File: src/common/pfd_consts.vh
// Constants for the pin function and drive select block
`ifndef PFD_CONSTS_VH
`define PFD_CONSTS_VH

// Register byte offsets on the APB
`define PFD_OFF_DRV_CD 8'h00
`define PFD_OFF_DRV_EF 8'h04
`define PFD_OFF_PA_LOW 8'h08
`define PFD_OFF_PA_HIGH 8'h0c
`define PFD_OFF_PB_LOW 8'h10
`define PFD_OFF_PB_HIGH 8'h14
`define PFD_OFF_INSRC0 8'h18
`define PFD_OFF_INSRC1 8'h1c
`define PFD_OFF_PA_STAT 8'h20
`define PFD_OFF_PB_STAT 8'h24

// Reset values and masks
`define PFD_RST_REG 8'h00
`define PFD_INSRC1_MASK 8'h03
`define PFD_RD_ZERO 32'h0000_0000

// Two-bit field positions inside an 8-bit register
`define PFD_FLD3_MSB 7
`define PFD_FLD3_LSB 6
`define PFD_FLD2_MSB 5
`define PFD_FLD2_LSB 4
`define PFD_FLD1_MSB 3
`define PFD_FLD1_LSB 2
`define PFD_FLD0_MSB 1
`define PFD_FLD0_LSB 0

// Input source select bit positions
`define PFD_IS0_SCS_BIT 7
`define PFD_IS0_SDI_BIT 6
`define PFD_IS0_SCK_BIT 5
`define PFD_IS0_PERIODIC_TIMER_CAPTURE_IN_BIT 3
`define PFD_IS0_COMPACT_TIMER_CLK_IN_BIT 1
`define PFD_IS0_PERIODIC_TIMER_CLK_IN_BIT 0
`define PFD_IS1_EXT_INTERRUPT_ONE_BIT 1
`define PFD_IS1_EXT_INTERRUPT_ZERO_BIT 0

// Field code that hands a pin to its peripheral
`define PFD_CODE_PERIPH 2'b11

// Pins that own a peripheral function on code 11
`define PFD_PA_FUNC_MASK 8'hfa
`define PFD_PB_FUNC_MASK 8'hdf

`endif

File: src/logic/pfd_sync.v
// Two flip-flop synchroniser for pad inputs
`default_nettype none
module pfd_sync #(
  parameter WIDTH = 8
) (
  input wire pclk,
  input wire presetn,
  input wire [WIDTH-1:0] async_in,
  output reg [WIDTH-1:0] sync_out
);
  reg [WIDTH-1:0] stage1;

  // Stage one feeds only stage two to keep metastability contained
  always @(posedge pclk or negedge presetn) begin
    if (!presetn) begin
      stage1 <= {WIDTH{1'b0}};
      sync_out <= {WIDTH{1'b0}};
    end else begin
      stage1 <= async_in;
      sync_out <= stage1;
    end
  end
endmodule
`default_nettype wire

File: src/logic/pfd_pin_cell.v
// Output mux for one shared pad: GPIO latch or peripheral signal
`default_nettype none
`include "pfd_consts.vh"
module pfd_pin_cell (
  input wire pclk,
  input wire presetn,
  input wire [1:0] code,
  input wire has_func,
  input wire gpio_data,
  input wire gpio_dir,
  input wire periph_out,
  input wire periph_oe,
  output reg pad_out,
  output reg pad_oe
);
  wire periph_sel;

  assign periph_sel = has_func && (code == `PFD_CODE_PERIPH);

  // Direction bit high means input, so the pad is released
  always @(posedge pclk or negedge presetn) begin
    if (!presetn) begin
      pad_out <= 1'b0;
      pad_oe <= 1'b0;
    end else if (periph_sel) begin
      pad_out <= periph_out;
      pad_oe <= periph_oe;
    end else begin
      pad_out <= gpio_data;
      pad_oe <= ~gpio_dir;
    end
  end
endmodule
`default_nettype wire

File: src/logic/pfd_pin_mux.v
// APB pin function, input source and drive level selection block
//
// Behaviour
// - Drive code 00..11 means level 0..3
// - Drive CD bits 7:6 PD6-4, 5:4 PD3-0
// - Drive CD bits 3:2 PC7-4, 1:0 PC3-0
// - Drive EF bits 7:6 PF7-4, 5:4 PF3-0
// - Drive EF bits 3:2 PE4, 1:0 PE3-0
// - Output function fields plus input source selects
// - PA3 code 11 gives serial data out
// - PA2 and PA0 always GPIO
// - PA1 code 11 gives serial chip select
// - PA7 UART transmit, PA6 UART receive
// - PA5 serial clock, PA4 serial data line
// - PB3 compact timer out, PB0 comparator out
// - PB2 periodic inverted out, PB1 periodic out
// - PB7 crystal two, PB6 crystal one, PB5 GPIO
// - PB4 compact timer inverted out
// - Chip select input from PA1 or PF0
// - Serial data input from PA4 or PF2
// - Serial clock input from PA5 or PF3
// - Interrupt one input from PA3 or PA7
//
// The placing of the registers and the APB register port were decided locally.
`default_nettype none
`include "pfd_consts.vh"
module pfd_pin_mux #(
  parameter ADDR_W = 8
) (
  input wire pclk,
  input wire presetn,
  input wire psel,
  input wire penable,
  input wire pwrite,
  input wire [ADDR_W-1:0] paddr,
  input wire [31:0] pwdata,
  output reg [31:0] prdata,
  output reg pready,
  output reg pslverr,
  input wire [7:0] gpio_a_data,
  input wire [7:0] gpio_a_dir,
  input wire [7:0] gpio_b_data,
  input wire [7:0] gpio_b_dir,
  input wire [7:0] pad_a_in,
  input wire [7:0] pad_b_in,
  input wire [7:0] pad_c_in,
  input wire [4:0] pad_e_in,
  input wire [7:0] pad_f_in,
  output wire [7:0] pad_a_out,
  output wire [7:0] pad_a_oe,
  output wire [7:0] pad_b_out,
  output wire [7:0] pad_b_oe,
  input wire serial_data_out,
  input wire serial_chip_select_out,
  input wire serial_chip_select_oe,
  input wire serial_clock_out,
  input wire serial_clock_oe,
  input wire serial_data_line_out,
  input wire serial_data_line_oe,
  input wire uart_tx_out,
  input wire compact_timer_out,
  input wire compact_timer_out_inv,
  input wire periodic_timer_out,
  input wire periodic_timer_out_inv,
  input wire comparator_out,
  output reg crystal_pin_one,
  output reg crystal_pin_two,
  output reg ext_interrupt_zero,
  output reg ext_interrupt_one,
  output reg serial_chip_select,
  output reg serial_data_in,
  output reg serial_clock_in,
  output reg uart_rx_in,
  output reg periodic_timer_clk_in,
  output reg periodic_timer_capture_in,
  output reg compact_timer_clk_in,
  output reg [15:0] drive_c_lvl,
  output reg [13:0] drive_d_lvl,
  output reg [9:0] drive_e_lvl,
  output reg [15:0] drive_f_lvl
);
  reg [7:0] drive_level_sel_cd;
  reg [7:0] drive_level_sel_ef;
  reg [7:0] porta_func_sel_low;
  reg [7:0] porta_func_sel_high;
  reg [7:0] portb_func_sel_low;
  reg [7:0] portb_func_sel_high;
  reg [7:0] input_source_select_0;
  reg [7:0] input_source_select_1;
  reg [31:0] next_prdata;
  reg next_pslverr;
  wire [36:0] pad_sync;
  wire [7:0] sa;
  wire [7:0] sb;
  wire [7:0] sc;
  wire [4:0] se;
  wire [7:0] sf;
  wire [15:0] code_a;
  wire [15:0] code_b;
  wire [7:0] pa_pout;
  wire [7:0] pa_poe;
  wire [7:0] pb_pout;
  wire [7:0] pb_poe;
  wire [7:0] pa_mask;
  wire [7:0] pb_mask;
  wire wr_take;
  wire acc_start;
  wire [1:0] pb6_code;
  wire [1:0] pb7_code;

  // Pads come from outside the clock domain
  pfd_sync #(
    .WIDTH(37)
  ) u_pad_sync (
    .pclk(pclk),
    .presetn(presetn),
    .async_in({pad_f_in, pad_e_in, pad_c_in, pad_b_in, pad_a_in}),
    .sync_out(pad_sync)
  );

  assign sa = pad_sync[7:0];
  assign sb = pad_sync[15:8];
  assign sc = pad_sync[23:16];
  assign se = pad_sync[28:24];
  assign sf = pad_sync[36:29];

  // APB: one wait state, so every access ends on its second penable cycle
  assign acc_start = psel && penable && !pready;
  assign wr_take = psel && penable && pready && pwrite && !pslverr;

  // Status words are read-only; a write there is refused, not ignored silently
  always @* begin
    next_prdata = `PFD_RD_ZERO;
    next_pslverr = 1'b0;
    if (paddr == `PFD_OFF_DRV_CD) begin
      next_prdata[7:0] = drive_level_sel_cd;
    end else if (paddr == `PFD_OFF_DRV_EF) begin
      next_prdata[7:0] = drive_level_sel_ef;
    end else if (paddr == `PFD_OFF_PA_LOW) begin
      next_prdata[7:0] = porta_func_sel_low;
    end else if (paddr == `PFD_OFF_PA_HIGH) begin
      next_prdata[7:0] = porta_func_sel_high;
    end else if (paddr == `PFD_OFF_PB_LOW) begin
      next_prdata[7:0] = portb_func_sel_low;
    end else if (paddr == `PFD_OFF_PB_HIGH) begin
      next_prdata[7:0] = portb_func_sel_high;
    end else if (paddr == `PFD_OFF_INSRC0) begin
      next_prdata[7:0] = input_source_select_0;
    end else if (paddr == `PFD_OFF_INSRC1) begin
      next_prdata[7:0] = input_source_select_1 & `PFD_INSRC1_MASK;
    end else if (paddr == `PFD_OFF_PA_STAT) begin
      next_prdata[7:0] = sa;
      next_pslverr = pwrite;
    end else if (paddr == `PFD_OFF_PB_STAT) begin
      next_prdata[7:0] = sb;
      next_pslverr = pwrite;
    end else begin
      next_pslverr = 1'b1;
    end
    if (pwrite) begin
      next_prdata = `PFD_RD_ZERO;
    end
  end

  always @(posedge pclk or negedge presetn) begin
    if (!presetn) begin
      pready <= 1'b0;
      pslverr <= 1'b0;
      prdata <= `PFD_RD_ZERO;
    end else if (acc_start) begin
      pready <= 1'b1;
      pslverr <= next_pslverr;
      prdata <= next_prdata;
    end else begin
      pready <= 1'b0;
      pslverr <= 1'b0;
      prdata <= `PFD_RD_ZERO;
    end
  end

  // Writes land only at the edge where pready is sampled high
  always @(posedge pclk or negedge presetn) begin
    if (!presetn) begin
      drive_level_sel_cd <= `PFD_RST_REG;
      drive_level_sel_ef <= `PFD_RST_REG;
      porta_func_sel_low <= `PFD_RST_REG;
      porta_func_sel_high <= `PFD_RST_REG;
      portb_func_sel_low <= `PFD_RST_REG;
      portb_func_sel_high <= `PFD_RST_REG;
      input_source_select_0 <= `PFD_RST_REG;
      input_source_select_1 <= `PFD_RST_REG;
    end else if (wr_take) begin
      if (paddr == `PFD_OFF_DRV_CD) begin
        drive_level_sel_cd <= pwdata[7:0];
      end else if (paddr == `PFD_OFF_DRV_EF) begin
        drive_level_sel_ef <= pwdata[7:0];
      end else if (paddr == `PFD_OFF_PA_LOW) begin
        porta_func_sel_low <= pwdata[7:0];
      end else if (paddr == `PFD_OFF_PA_HIGH) begin
        porta_func_sel_high <= pwdata[7:0];
      end else if (paddr == `PFD_OFF_PB_LOW) begin
        portb_func_sel_low <= pwdata[7:0];
      end else if (paddr == `PFD_OFF_PB_HIGH) begin
        portb_func_sel_high <= pwdata[7:0];
      end else if (paddr == `PFD_OFF_INSRC0) begin
        input_source_select_0 <= pwdata[7:0];
      end else if (paddr == `PFD_OFF_INSRC1) begin
        input_source_select_1 <= pwdata[7:0] & `PFD_INSRC1_MASK;
      end
    end
  end

  // Drive levels pass the code unchanged; the pad cell decodes the current
  always @(posedge pclk or negedge presetn) begin
    if (!presetn) begin
      drive_c_lvl <= {8{2'b00}};
      drive_d_lvl <= {7{2'b00}};
      drive_e_lvl <= {5{2'b00}};
      drive_f_lvl <= {8{2'b00}};
    end else begin
      drive_d_lvl <= {{3{drive_level_sel_cd[`PFD_FLD3_MSB:`PFD_FLD3_LSB]}},
                      {4{drive_level_sel_cd[`PFD_FLD2_MSB:`PFD_FLD2_LSB]}}};
      drive_c_lvl <= {{4{drive_level_sel_cd[`PFD_FLD1_MSB:`PFD_FLD1_LSB]}},
                      {4{drive_level_sel_cd[`PFD_FLD0_MSB:`PFD_FLD0_LSB]}}};
      drive_f_lvl <= {{4{drive_level_sel_ef[`PFD_FLD3_MSB:`PFD_FLD3_LSB]}},
                      {4{drive_level_sel_ef[`PFD_FLD2_MSB:`PFD_FLD2_LSB]}}};
      drive_e_lvl <= {drive_level_sel_ef[`PFD_FLD1_MSB:`PFD_FLD1_LSB],
                      {4{drive_level_sel_ef[`PFD_FLD0_MSB:`PFD_FLD0_LSB]}}};
    end
  end

  // Pin i uses bits 2i+1:2i of the high:low register pair
  assign code_a = {porta_func_sel_high, porta_func_sel_low};
  assign code_b = {portb_func_sel_high, portb_func_sel_low};
  assign pa_mask = `PFD_PA_FUNC_MASK;
  assign pb_mask = `PFD_PB_FUNC_MASK;

  // Port A peripheral outputs per pin; PA6 receive leaves the pad released
  assign pa_pout[0] = 1'b0;
  assign pa_poe[0] = 1'b0;
  assign pa_pout[1] = serial_chip_select_out;
  assign pa_poe[1] = serial_chip_select_oe;
  assign pa_pout[2] = 1'b0;
  assign pa_poe[2] = 1'b0;
  assign pa_pout[3] = serial_data_out;
  assign pa_poe[3] = 1'b1;
  assign pa_pout[4] = serial_data_line_out;
  assign pa_poe[4] = serial_data_line_oe;
  assign pa_pout[5] = serial_clock_out;
  assign pa_poe[5] = serial_clock_oe;
  assign pa_pout[6] = 1'b0;
  assign pa_poe[6] = 1'b0;
  assign pa_pout[7] = uart_tx_out;
  assign pa_poe[7] = 1'b1;

  // Port B; crystal pins are analog so the digital driver stays off
  assign pb_pout[0] = comparator_out;
  assign pb_poe[0] = 1'b1;
  assign pb_pout[1] = periodic_timer_out;
  assign pb_poe[1] = 1'b1;
  assign pb_pout[2] = periodic_timer_out_inv;
  assign pb_poe[2] = 1'b1;
  assign pb_pout[3] = compact_timer_out;
  assign pb_poe[3] = 1'b1;
  assign pb_pout[4] = compact_timer_out_inv;
  assign pb_poe[4] = 1'b1;
  assign pb_pout[5] = 1'b0;
  assign pb_poe[5] = 1'b0;
  assign pb_pout[6] = 1'b0;
  assign pb_poe[6] = 1'b0;
  assign pb_pout[7] = 1'b0;
  assign pb_poe[7] = 1'b0;

  genvar gi;
  generate
    for (gi = 0; gi < 8; gi = gi + 1) begin : g_pin
      pfd_pin_cell u_cell_a (
        .pclk(pclk),
        .presetn(presetn),
        .code(code_a[2*gi+1:2*gi]),
        .has_func(pa_mask[gi]),
        .gpio_data(gpio_a_data[gi]),
        .gpio_dir(gpio_a_dir[gi]),
        .periph_out(pa_pout[gi]),
        .periph_oe(pa_poe[gi]),
        .pad_out(pad_a_out[gi]),
        .pad_oe(pad_a_oe[gi])
      );
      pfd_pin_cell u_cell_b (
        .pclk(pclk),
        .presetn(presetn),
        .code(code_b[2*gi+1:2*gi]),
        .has_func(pb_mask[gi]),
        .gpio_data(gpio_b_data[gi]),
        .gpio_dir(gpio_b_dir[gi]),
        .periph_out(pb_pout[gi]),
        .periph_oe(pb_poe[gi]),
        .pad_out(pad_b_out[gi]),
        .pad_oe(pad_b_oe[gi])
      );
    end
  endgenerate

  // Crystal connect is an analog switch enable, so only the field code matters
  assign pb6_code = portb_func_sel_high[`PFD_FLD2_MSB:`PFD_FLD2_LSB];
  assign pb7_code = portb_func_sel_high[`PFD_FLD3_MSB:`PFD_FLD3_LSB];

  // Input routing; sources follow the select bits even if the output field
  // is wrong, so software must keep both in step
  always @(posedge pclk or negedge presetn) begin
    if (!presetn) begin
      crystal_pin_one <= 1'b0;
      crystal_pin_two <= 1'b0;
      ext_interrupt_zero <= 1'b0;
      ext_interrupt_one <= 1'b0;
      serial_chip_select <= 1'b0;
      serial_data_in <= 1'b0;
      serial_clock_in <= 1'b0;
      uart_rx_in <= 1'b0;
      periodic_timer_clk_in <= 1'b0;
      periodic_timer_capture_in <= 1'b0;
      compact_timer_clk_in <= 1'b0;
    end else begin
      crystal_pin_one <= (pb6_code == `PFD_CODE_PERIPH);
      crystal_pin_two <= (pb7_code == `PFD_CODE_PERIPH);
      serial_chip_select <= input_source_select_0[`PFD_IS0_SCS_BIT] ? sf[0] : sa[1];
      serial_data_in <= input_source_select_0[`PFD_IS0_SDI_BIT] ? sf[2] : sa[4];
      serial_clock_in <= input_source_select_0[`PFD_IS0_SCK_BIT] ? sf[3] : sa[5];
      ext_interrupt_one <= input_source_select_1[`PFD_IS1_EXT_INTERRUPT_ONE_BIT] ? sa[7] : sa[3];
      ext_interrupt_zero <= input_source_select_1[`PFD_IS1_EXT_INTERRUPT_ZERO_BIT] ? sa[6] : sa[1];
      uart_rx_in <= sa[6];
      periodic_timer_clk_in <= input_source_select_0[`PFD_IS0_PERIODIC_TIMER_CLK_IN_BIT] ? sb[2] : sc[3];
      periodic_timer_capture_in <= input_source_select_0[`PFD_IS0_PERIODIC_TIMER_CAPTURE_IN_BIT] ? sb[1] : sc[2];
      compact_timer_clk_in <= input_source_select_0[`PFD_IS0_COMPACT_TIMER_CLK_IN_BIT] ? se[2] : sb[4];
    end
  end
endmodule
`default_nettype wire

File: config.mk
export PLATFORM = sky130hd
export DESIGN_NAME = pfd_pin_mux
export DESIGN_NICKNAME = d
export VERILOG_FILES = /design/src/logic/pfd_sync.v /design/src/logic/pfd_pin_cell.v /design/src/logic/pfd_pin_mux.v
export VERILOG_INCLUDE_DIRS = /design/src /design/src/common
export SDC_FILE = /design/constraint.sdc
export NUM_CORES = 1
export LEC_CHECK = 0
export ABC_AREA = 1
export BUFFER_PORTS_ARGS = -buffer_cell sky130_fd_sc_hd__buf_2
export CAP_MARGIN = 20
export CORE_ASPECT_RATIO = 1.4
export CORE_MARGIN = 2
export CORE_UTILIZATION = 46
export CTS_BUF_LIST = sky130_fd_sc_hd__clkbuf_4 sky130_fd_sc_hd__clkbuf_8
export DETAILED_ROUTE_END_ITERATION = 8
export PLACE_DENSITY = 0.79
export SLEW_MARGIN = 25
export SYNTH_ARGS = -nofsm -noshare
export SYNTH_HDL_FRONTEND = slang
export SYNTH_SLANG_ARGS = --single-unit
File: constraint.sdc
create_clock -name pclk -period 1.4 [get_ports pclk]
set_input_delay 0.21 -clock pclk [delete_from_list [all_inputs] [get_ports pclk]]
set_output_delay 0.21 -clock pclk [all_outputs]
set_load 0.01 [all_outputs]
# Word level (Yosys, flattened, before mapping)
# Cells that the tools add are included.
dict set report op_classes {
  eq_ne 22
  n_mux 58
  bitwise_logic 23
  reduce_logical 16
}
# operator n
set op_table {}
lappend op_table {{8-bit two-way mux} 11}
lappend op_table {{1-bit two-way mux} 46}
lappend op_table {{8-bit by 5-bit == test with 1-bit output, second input constant} 4}
lappend op_table {{32-bit two-way mux} 1}
lappend op_table {{2-bit == test, second input constant} 13}
lappend op_table {{1-bit NOT} 23}
lappend op_table {{8-bit by 4-bit == test with 1-bit output, second input constant} 2}
lappend op_table {{8-bit by 6-bit == test with 1-bit output, second input constant} 2}
lappend op_table {{9-bit AND reduction} 1}
lappend op_table {{8-bit by 3-bit == test with 1-bit output, second input constant} 1}
lappend op_table {{8-bit logical NOT} 1}
lappend op_table {{8-bit AND reduction} 1}
lappend op_table {{7-bit AND reduction} 1}
lappend op_table {{6-bit AND reduction} 1}
lappend op_table {{1-bit logical AND} 5}
lappend op_table {{5-bit AND reduction} 1}
lappend op_table {{4-bit AND reduction} 1}
lappend op_table {{3-bit AND reduction} 1}
lappend op_table {{1-bit logical NOT} 2}
lappend op_table {{2-bit AND reduction} 1}
dict set report totals {
  ff_bits 257
  input_bits 127
  output_inout_bits 133
  elab_cells 179
}

# Logic depth before layout (Yosys ltp)
# Gate-level depths: netlist of run 1.
dict set report logic_depth {
  depth_word 13
  mapped_depth 13
  depth_no_buf 12
}

# Cells and area by module
# Synthesis of run 1 repeated with hierarchy kept, for this count alone.
dict set report hier_totals {
  cells_unflattened 736
  area_unflattened_um2 7801.2
}
# module instances cells_per_inst area_per_inst_um2 seq_area_each_um2
set by_module_without_submodules {}
lappend by_module_without_submodules {pfd_pin_mux 1 502 4568.1 2377.3}
lappend by_module_without_submodules {pfd_sync 1 74 1851.8 1851.8}
lappend by_module_without_submodules {pfd_pin_cell 16 10 86.3 50.0}

# Worst setup path after synthesis of run 1
# OpenSTA, ideal clock, no wires.
dict set report synth_timing {
  path_type {register to register}
  startpoint {reg pready}
  endpoint {reg porta_func_sel_high[6]}
  setup_time_ns 0.128
  t_arrival_ns 1.386
  required_ns 1.272
  setup_slack_ns -0.114
  stages_incl_launch_ff 9
  n_path_buf 1
  period_less_slack_ns 1.514
  path_cell_list {dfrtp_1 nand2_1 nor3_4 nand2_1 nor2_4 nand2_4 buf_6 nand2_1 o21ai_0}
}
dict set report synth_between {
  elab_chain_len 4
}
# element line
set synth_rtl {}
lappend synth_rtl {{from (decl)} pfd_pin_mux.v:38} ;# output reg pready,
lappend synth_rtl {{from (signal assigned)} pfd_pin_mux.v:167} ;# pready <= 1'b0;
lappend synth_rtl {{from (signal assigned)} pfd_pin_mux.v:171} ;# pready <= 1'b1;
lappend synth_rtl {{from (signal assigned)} pfd_pin_mux.v:175} ;# pready <= 1'b0;
lappend synth_rtl {{1-bit logical AND (3 in series)} pfd_pin_mux.v:129} ;# assign wr_take = psel && penable && pready && pwrite && !pslverr;
lappend synth_rtl {{5-bit AND reduction (no source line)} n/a}
lappend synth_rtl {{to (signal assigned)} pfd_pin_mux.v:187} ;# porta_func_sel_high <= `PFD_RST_REG;
lappend synth_rtl {{to (signal assigned)} pfd_pin_mux.v:200} ;# porta_func_sel_high <= pwdata[7:0];
lappend synth_rtl {{to (decl)} pfd_pin_mux.v:85} ;# reg [7:0] porta_func_sel_high;
# Every way passes these cells.
# A chain may end at the register's enable or synchronous reset.

# Worst setup path after layout of run 1
dict set report layout_timing {
  startpoint {reg pslverr}
  endpoint {reg input_source_select_1[1]}
}
dict set report layout_between {
  elab_chain_len 3
}
# element line
set layout_rtl {}
lappend layout_rtl {{from (decl)} pfd_pin_mux.v:39} ;# output reg pslverr,
lappend layout_rtl {{from (signal assigned)} pfd_pin_mux.v:172} ;# pslverr <= next_pslverr;
lappend layout_rtl {{1-bit logical NOT} pfd_pin_mux.v:129}
lappend layout_rtl {{1-bit logical AND} pfd_pin_mux.v:129}
lappend layout_rtl {{9-bit AND reduction (no source line)} n/a}
lappend layout_rtl {{to (signal assigned)} pfd_pin_mux.v:191} ;# input_source_select_1 <= `PFD_RST_REG;
lappend layout_rtl {{to (signal assigned)} pfd_pin_mux.v:208} ;# input_source_select_1 <= pwdata[7:0] & `PFD_INSRC1_MASK;
lappend layout_rtl {{to (decl)} pfd_pin_mux.v:89} ;# reg [7:0] input_source_select_1;
# Every way passes these cells.

==> reports/results.ini, run 1 <==
[run]
maxCapViolations=0

[detailed_routing]
detail_route.first_pass.iterations=5
drc_errors=0
finalWirelength_mm=15.8
dr.first_iter.drc_count=273
vias_per_cell=4.74
vias=5164
antenna_left=0
route.detailed.wl_per_inst_um=14.5

[timing]
max_freq_ghz=0.708
rsz0062_at_grt=yes
layout_min_cycle_time_ns=1.41
skew_ns=0.0143
final_critical_path_setup_slack_ns=-0.0128
period_share_pct=101
setup_tns_ns=-0.0249
drv_slew=0
final_hold_viol_count=0
setup_viol=2

[cts]
cts.sinks=171
clockBufferDepth=2
htreeDepth=4
clkLatencyLatePin_ns=0.46
cts_buffers=17
clk_pin_slew_ns=0.09
cts_tree=done
root_buffer=clkbuf_8

[finish]
register_area_um2=4280
drive_gt1_share_pct=35.2
multi_input_area_um2=1790
antenna_cells=0
num-fill-cells=1260
nets=1015
fin_cells=1090
syn2layout_area_growth_pct=29.6

[global_routing]
grt_max_degree=40
grt_overflow_total=0
grt_pass1_wl_mm=24.7
grt_pass1_vias=5098
gr-usage-all-layers_pct=20.3
antenna_found_initial=0

[power]
power.density_nw_per_um2=1020
cellLeakagePower_uw=0.00462
ir_drop_v=0.000626

[synth]
ys_warn_count=0
netlist_area_um2=6880
ys_seq_area_share_pct=62.2
synth_cells=641
synth_seq_cells=171
avgSynthCellArea_um2=10.7
yosysUniqueCellTypes=30

[run_status]
status=complete, but fails checks
violations=negative setup slack

[placed_design]
io_buffers=196
dpl.hpwl_mm=11.1
routabilityCongestion=0.884
placed_cells=987

[critical_path]
worstPathMaxFanout=4
worst_setup_path_start_kind=register
crit_required_ns=1.74
endpoint_kind=register
crit_start=pslverr
worstReg2RegStart=pslverr
arrival_ns=1.75
crit_type=register to register

[floorplanning]
rows=52
core_area_um2=14600
die_area_um2=16000
start_util_pct=47.2
io_pins=260
die_h_um=149
die_w_um=107

[hold_path]
hold_class=primary input to register
hp-start=pwdata[3]

## placed cells by master, fill, tap and decap left out, types with 21 or more instances in the layout
cell,netlist,final
inv_1,36,35
buf_4,96,40
buf_2,4,195
conb_1,1,24
dfrtp_1,171,171
o21ai_1,4,21
o21ai_0,75,58
nand2_1,121,118
nand3_1,25,24
dlygate4sd3_1,0,68
## metrics by stage
| step | total power, µW | hold slack (ns) | cell area, µm² | setup slack [ns] | utilization [%] |
|---|---|---|---|---|---|
| 6_report | 9120 | 0.127 | 8920 | -0.0128 | 61.2 |
| 5_1_grt | 9540 | 0.138 | 8920 | -0.0814 | 61.2 |
| 4_1_cts | 9230 | 0.0961 | 8860 | -0.000247 | 60.8 |
| 3_5_place_dp | 5790 | 0.144 | 7790 | -0.214 | 53.5 |
| 3_3_place_gp | 5770 | 0.137 | 7790 | -0.198 | 53.5 |
| 2_1_floorplan | 5510 | -0.0856 | 6970 | -0.0981 | - |
## area by class of cell
cell class	count	area share, %
sequential	171	48.0
timing repair buffer	310	23.4
tap	189	2.65
inverter	39	1.64
clock buffer	18	2.71
clock inverter	14	1.53
multi-input combinational	349	20.1
## worst max-delay path: stages, from the launching register on
cell and delay [ns]:
dfrtp_1 0.41, nor3_4 0.27, nand2_2 0.10, nor2_4 0.15, buf_12 0.15, nand3_4 0.09, nand2_1 0.07, o21ai_1 0.06
## power by group
group          switching [µW]  total [µW]  internal [µW]
combinational             383         736            353
clock                    1820        3280           1460
sequential               42.2        5110           5070
total                    2240        9120           6880
## flip-flops by register name, summed over array words and instances (netlist names), 2 cells and up
signal,count
drive_e_lvl,4
prdata,8
input_source_select_1,2
drive_d_lvl,4
drive_level_sel_ef,8
u_pad_sync.stage1,22
porta_func_sel_low,8
g_pin.u_cell_a.pad_out,8
drive_c_lvl,4
g_pin.u_cell_b.pad_oe,8
input_source_select_0,8
drive_f_lvl,4
porta_func_sel_high,8
g_pin.u_cell_a.pad_oe,8
u_pad_sync.sync_out,22
portb_func_sel_low,8
drive_level_sel_cd,8
g_pin.u_cell_b.pad_out,8
portb_func_sel_high,8
## worst paths after layout
check / endpoint / slack [ns] / cells after the start
worst max-delay path: input_source_select_1[1] / -0.01 / 7
worst min register to register: u_pad_sync.sync_out[0] / 0.34 / 0
worst max register to register: input_source_select_1[1] / -0.01 / 7
min in group asynchronous: g_pin[3].u_cell_a.pad_out / 0.22 / 2
max in group asynchronous: g_pin[7].u_cell_a.pad_oe / 0.56 / 3
worst min-delay path: porta_func_sel_high[3] / 0.13 / 3
## kinds of logic after synthesis
group | synth area share (%)
and+or+nand+nor | 13.0
DFF | 62.2
buffers and inverters | 13.7
AOI/OAI and AO/OA | 8.77
muxes | 2.29
other | 0.0545
## synthesized netlist by cell type (all sizes together)
cell,number,area share [%]
o221ai,2,0.25
dfrtp,171,62
inv,39,2.1
a21boi,2,0.22
buf,104,11
nor3,6,0.60
a21oi,20,1.5
nor2,24,1.8
mux2,14,2.3
o22ai,7,0.64
clkbuf,2,0.11
nand4,5,0.45
or2,2,0.18
o211ai,3,0.33
conb,1,0.055
nand2,131,7.7
o21ai,79,5.7
nand3,26,2.1
o2111ai,1,0.13
nand3b,2,0.22
## layer usage
| layer | track usage (%) | vias up | part of all wire [%] |
|---|---|---|---|
| met5 | 0 | - | 0 |
| met4 | 8.27 | 0 | 2.6 |
| met3 | 3.68 | 31 | 5.0 |
| met2 | 37.8 | 195 | 56 |
| met1 | 22.5 | 2472 | 36 |
| li1 | - | 2466 | - |
## timing repair
| item | CTS | global route |
|---|---|---|
| cloned | 0 | 1 |
| setup endpoints to repair | 15 | 42 |
| pin swaps | 1 | 4 |
| hold buffers | 68 | 0 |
| endpoints found under the hold margin | 143 | 0 |
| gates resized for setup | 1 | 11 |
| buffers inserted | 1 | 1 |
Power figures use the tool's default switching activity.
==> inputs of run 2 (changes only) <==
ABC_AREA = unset   (was 1)
PLACE_DENSITY = 0.78   (was 0.79)
==> run 2 against run 1 <==
  * The run still ends with negative setup slack left
  * Highest routed layer unchanged
  * Global-route usage rose by 1.5 points
  * Die area rose by 1.8%
  * Critical endpoint is now drive_level_sel_cd[3]
  * Maximum frequency fell by 17%
==> reports/results.ini, run 2 <==
[critical_path]
path_buf_inv=2
arrival_ns=2.03
worstPathMaxFanout=4
cpPeakStageDelay_ns=0.41
crit_chain=nor3_4 -> buf_6 -> nand2_4 -> nor3_4 -> buf_4 -> mux2_2
cp_common_cell=nor3_4
crit_type=register to register
endpoint_kind=register
cpLargestDelayFamily=simple AND/OR/NAND/NOR gates
crit_required_ns=1.73
cp_slowest_cell=dfrtp_1
worst_setup_path_start_kind=register

[detailed_routing]
antenna_left=0
vias=4946
finalWirelength_mm=17.1
vias_per_cell=4.96
dr.first_iter.drc_count=251
route.detailed.wl_per_inst_um=17.2
drc_errors=0
detail_route.first_pass.iterations=4

[synth]
avgSynthCellArea_um2=13.2
netlist_area_um2=7010
yosysUniqueCellTypes=43
synth_edf_count=0
synth_cells=530
ys_warn_count=0
synth_top_area_cell=dfrtp_1
synth_area_leaders=dfrtp_1, mux2_2, buf_4
synth_top_area_share_pct=61.0
ys_seq_area_share_pct=61.0
yosysMostFrequentCell=dfrtp_1
synth_seq_cells=171
ys.flop_type=dfrtp_1
yosys-top-cells-count=dfrtp_1, buf_4, mux2_2
synthArstFlopShare_pct=100

[timing]
final_hold_viol_count=0
max_freq_ghz=0.589
drv_slew=0
setup_viol=59
period_share_pct=121
timing.hold.ws_ns=0.0356
final_critical_path_setup_slack_ns=-0.299
layout_min_cycle_time_ns=1.70
skew_ns=0.0119
rsz0062_at_grt=yes

[finish]
mostFrequentLayoutCells=buf_2, dfrtp_1, dlygate4sd3_1
top_regs=u_pad_sync.stage1 x22, u_pad_sync.sync_out x22
num-fill-cells=1193
register_area_um2=4280
antenna_cells=0
nets=920
drive_gt1_share_pct=50.4
fin_area_um2=9490
multi_input_area_um2=2210
syn2layout_area_growth_pct=35.4
layout_commonest_cell=buf_2

[global_routing]
gr-usage-all-layers_pct=21.8
antenna_found_initial=0
gr-usage-met3_pct=4.22
grt_busiest_layer=met2
grt_pass1_wl_mm=26.4
grt_max_degree=45
met1_usage_pct=25.1
grt_overflow_total=0
grtUsageMet2_pct=38.1
grt_pass1_vias=5166

[run_status]
violations=negative setup slack
status=complete, but fails checks

[power]
totalPowerFinal_uw=9650
p_seq_share_pct=53.0
cellLeakagePower_uw=0.00477
intPower_uw=7380
ir_drop_v=0.000870
comb_power_share_pct=9.4
switching_share_pct=23.5
p_clk_share_pct=37.6
p_switching_uw=2260
power.density_nw_per_um2=1020

[floorplanning]
die_area_um2=16300
die_h_um=150
core_area_um2=15000
io_pins=260
start_util_pct=46.8
die_w_um=108
rows=53

[cts]
clkLatencyLatePin_ns=0.44
cts.sinks=171
htreeDepth=4
clockBufferDepth=2
clk_pin_slew_ns=0.09
cts_tree=done
cts_buffers=17
root_buffer=clkbuf_8

[placed_design]
io_buffers=196
dpl.hpwl_mm=12.4
routabilityCongestion=0.888
post_dp_cell_area_um2=8290

[run]
maxCapViolations=0

[hold_path]
hold_class=primary input to register

-- run 2: worst paths after layout --
path                                            start                   endpoint  slack [ns]  cells past startpoint
worst max register to register                pslverr      drive_level_sel_cd[3]       -0.30                      6
worst min-delay path               periodic_timer_out  g_pin[1].u_cell_b.pad_out        0.04                      2
min in group asynchronous                     presetn  g_pin[6].u_cell_b.pad_out        0.23                      2
worst max-delay path                          pslverr      drive_level_sel_cd[3]       -0.30                      6
worst min register to register  u_pad_sync.stage1[15]    u_pad_sync.sync_out[15]        0.34                      0
max in group asynchronous                     presetn            drive_c_lvl[14]        0.61                      3
-- run 2: final cells by class --
cell class / count / share of cell area, %
flip-flops and latches: 171 / 45.1
multi-input cells: 261 / 23.3
inverters: 9 / 0.356
repair buffers: 333 / 24.2
well taps: 192 / 2.53
clock inverters: 13 / 1.74
clock buffers: 19 / 2.76
-- run 2: power groups by stage --
stage | Clock [µW] | Combinational (µW) | Sequential (µW)
floorplan | 0 | 371 | 5210
global placement | 0 | 727 | 5210
detailed placement | 0 | 750 | 5210
CTS | 3740 | 899 | 5110
global route | 3930 | 990 | 5130
finish | 3630 | 907 | 5110
-- run 2: metal layers --
layer,part of all wire (%),vias up
met2,54,206
met5,0,-
li1,-,2235
met3,5.4,34
met4,3.2,0
met1,37,2471
-- run 2: worst register-to-register path, delay by kind of cell (launching register included) --
family,cells,cell delay (ns)
DFF,1,0.41
buffers and inverters,2,0.32
and+or+nand+nor,3,0.53
muxes,1,0.33
-- run 2: logic make-up (layout without fill, tap and decap cells) --
logic type | count (synthesis) | count (layout) | synth area share [%]
DFF | 171 | 171 | 61.0
and+or+nand+nor | 88 | 88 | 6.85
AOI/OAI and AO/OA | 61 | 61 | 5.84
buffers and inverters | 121 | 374 | 11.7
muxes | 88 | 88 | 14.5
other | 1 | 24 | 0.0535
-- run 2: stage by stage --
stage / instances / utilization [%] / setup slack, ns / TNS, ns
detailed placement: 896 / 55.3 / -0.629 / -30.57
CTS: 994 / 62.8 / -0.315 / -15.82
floorplan: 553 / - / -0.507 / -24.21
global placement: 896 / 55.3 / -0.593 / -29.75
global route: 998 / 63.3 / -0.370 / -18.75
finish: 998 / 63.3 / -0.299 / -15.11
-- run 2: timing repair --
action | in CTS | in global routing
endpoints found under the setup margin | 64 | 63
buffers inserted | 0 | 4
pin swaps | 6 | 5
hold buffers | 66 | 0
endpoints found under the hold margin | 178 | 0
resized for setup | 7 | 9
==> inputs of run 3 (changes only) <==
CELL_PAD_IN_SITES_DETAIL_PLACEMENT = 0   (was unset)
CELL_PAD_IN_SITES_GLOBAL_PLACEMENT = 1   (was unset)
CORE_UTILIZATION = 36   (was 46)
PLACE_DENSITY = unset   (was 0.78)
PLACE_DENSITY_LB_ADDON = 0.1   (was unset)
==> run 3 against run 2 <==
  * Sequential power hardly changed
  * Worst hold slack better by 0.11 ns
  * Utilization is 13 points lower
  * Largest power group unchanged
  * The flow still finishes with violations (negative setup slack)
  * Critical path depth is 1 higher
  * Register-to-register slack hardly changed
==> reports/results.ini, run 3 (synthesis gave the netlist of run 2 again) <==
[critical_path]
endpoint_kind=register
worstPathMaxFanout=4
worst_setup_path_start_kind=register
arrival_ns=2.04
crit_type=register to register
worstReg2RegStart=pready
rr_worst_depth=7
rrSetupSlack_ns=-0.29
r2r_end=portb_func_sel_low[5]
crit_required_ns=1.74

[global_routing]
grt_pass1_wl_mm=27.0
antenna_found_initial=0
grt_pass1_vias=5139
grt_max_degree=45
grt_overflow_total=0
gr-usage-all-layers_pct=17.4

[cts]
clkLatencyLatePin_ns=0.45
cts_tree=done
clk_pin_slew_ns=0.08
clockBufferDepth=2
cts.sinks=171
cts_buffers=17
htreeDepth=4
root_buffer=clkbuf_8

[finish]
syn2layout_area_growth_pct=38.1
multi_input_area_um2=2250
register_area_um2=4280
num-fill-cells=1708
final_util_pct=50.6
layout_commonest_cell=buf_2
nets=937
top_regs=u_pad_sync.stage1 x22, u_pad_sync.sync_out x22
mostFrequentLayoutCells=buf_2, dfrtp_1, dlygate4sd3_1
drive_gt1_share_pct=51.6
antenna_cells=0

[detailed_routing]
route.detailed.wl_per_inst_um=16.1
drc_errors=0
detail_route.first_pass.iterations=4
antenna_left=0
vias=4897
finalWirelength_mm=17.2
dr.first_iter.drc_count=224
vias_per_cell=4.59

[timing]
rsz0062_at_grt=yes
skew_ns=0.0105
setup_viol=58
drv_slew=0
layout_min_cycle_time_ns=1.69
period_share_pct=121
final_critical_path_setup_slack_ns=-0.295
final_hold_viol_count=0
max_freq_ghz=0.590

[floorplanning]
die_area_um2=20600
die_w_um=122
die_h_um=169
io_pins=260
rows=60
core_area_um2=19100
start_util_pct=36.6

[placed_design]
dpl.hpwl_mm=12.5
routabilityCongestion=0.794
pre_cts_ws_ns=-0.607
io_buffers=196

[run]
maxCapViolations=0

[run_status]
violations=negative setup slack
status=complete, but fails checks

[power]
power.density_nw_per_um2=954
cellLeakagePower_uw=0.00483
ir_drop_v=0.000553

[hold_path]
hold_class=primary input to asynchronous set/reset pin

run 3: worst max path at each step:
| stage | cells after the start | slack, ns | to | from |
|---|---|---|---|---|
| 2_1_floorplan | 6 | -0.51 | drive_level_sel_cd[0] | paddr[1] |
| 4_1_cts | 7 | -0.29 | portb_func_sel_low[5] | pready |
| 6_report | 7 | -0.29 | portb_func_sel_low[5] | pready |
| 3_3_place_gp | 7 | -0.58 | porta_func_sel_low[0] | paddr[1] |
| 3_5_place_dp | 7 | -0.61 | porta_func_sel_low[1] | paddr[1] |
| 5_1_grt | 7 | -0.36 | portb_func_sel_low[7] | pready |
run 3: metal layers:
| metal | track usage (%) | part of all wire [%] |
|---|---|---|
| met4 | 6.60 | 2.0 |
| met1 | 21.2 | 40 |
| met5 | 0 | 0 |
| met2 | 29.9 | 53 |
| met3 | 3.84 | 5.4 |
run 3: where the power goes:
part / internal, µW / switching (µW)
clock network: 1520 / 1680
logic: 460 / 464
registers: 5070 / 43.0
total: 7050 / 2190
run 3: timing repair:
action | 4_1_cts | 5_1_grt
endpoints found under the setup margin | 64 | 69
resized for setup | 17 | 14
buffers inserted | 1 | 8
endpoints found under the hold margin | 225 | 0
pin swaps | 8 | 6
hold buffers | 68 | 0
run 3: worst max-delay path, cell delays in order (launching register included):
cell     delay [ns]
dfrtp_1        0.37
nand2_2        0.07
nor3_4         0.21
buf_12         0.14
nand3_4        0.12
nor3_4         0.21
buf_6          0.16
mux2_4         0.30
run 3: through the flow:
stage / instances / area (µm²) / hold WS, ns / TNS (ns) / power, µW
after floorplan: 553 / 7270 / -0.0856 / -24.21 / 5580
after global placement: 962 / 8430 / 0.0665 / -29.29 / 5970
after detailed placement: 962 / 8430 / 0.0706 / -30.22 / 5980
after CTS: 1059 / 9550 / 0.101 / -12.24 / 9390
after global routing: 1067 / 9680 / 0.118 / -17.10 / 9670
final: 1067 / 9680 / 0.146 / -12.88 / 9240
run 3: cell type report:
| class | count | area share (%) |
|---|---|---|
| Clock buffer | 21 | 2.92 |
| Clock inverter | 7 | 0.724 |
| Inverter | 9 | 0.349 |
| Multi-Input combinational cell | 261 | 23.2 |
| Sequential cell | 171 | 44.2 |
| Tap cell | 248 | 3.21 |
| Timing Repair Buffer | 350 | 25.4 |
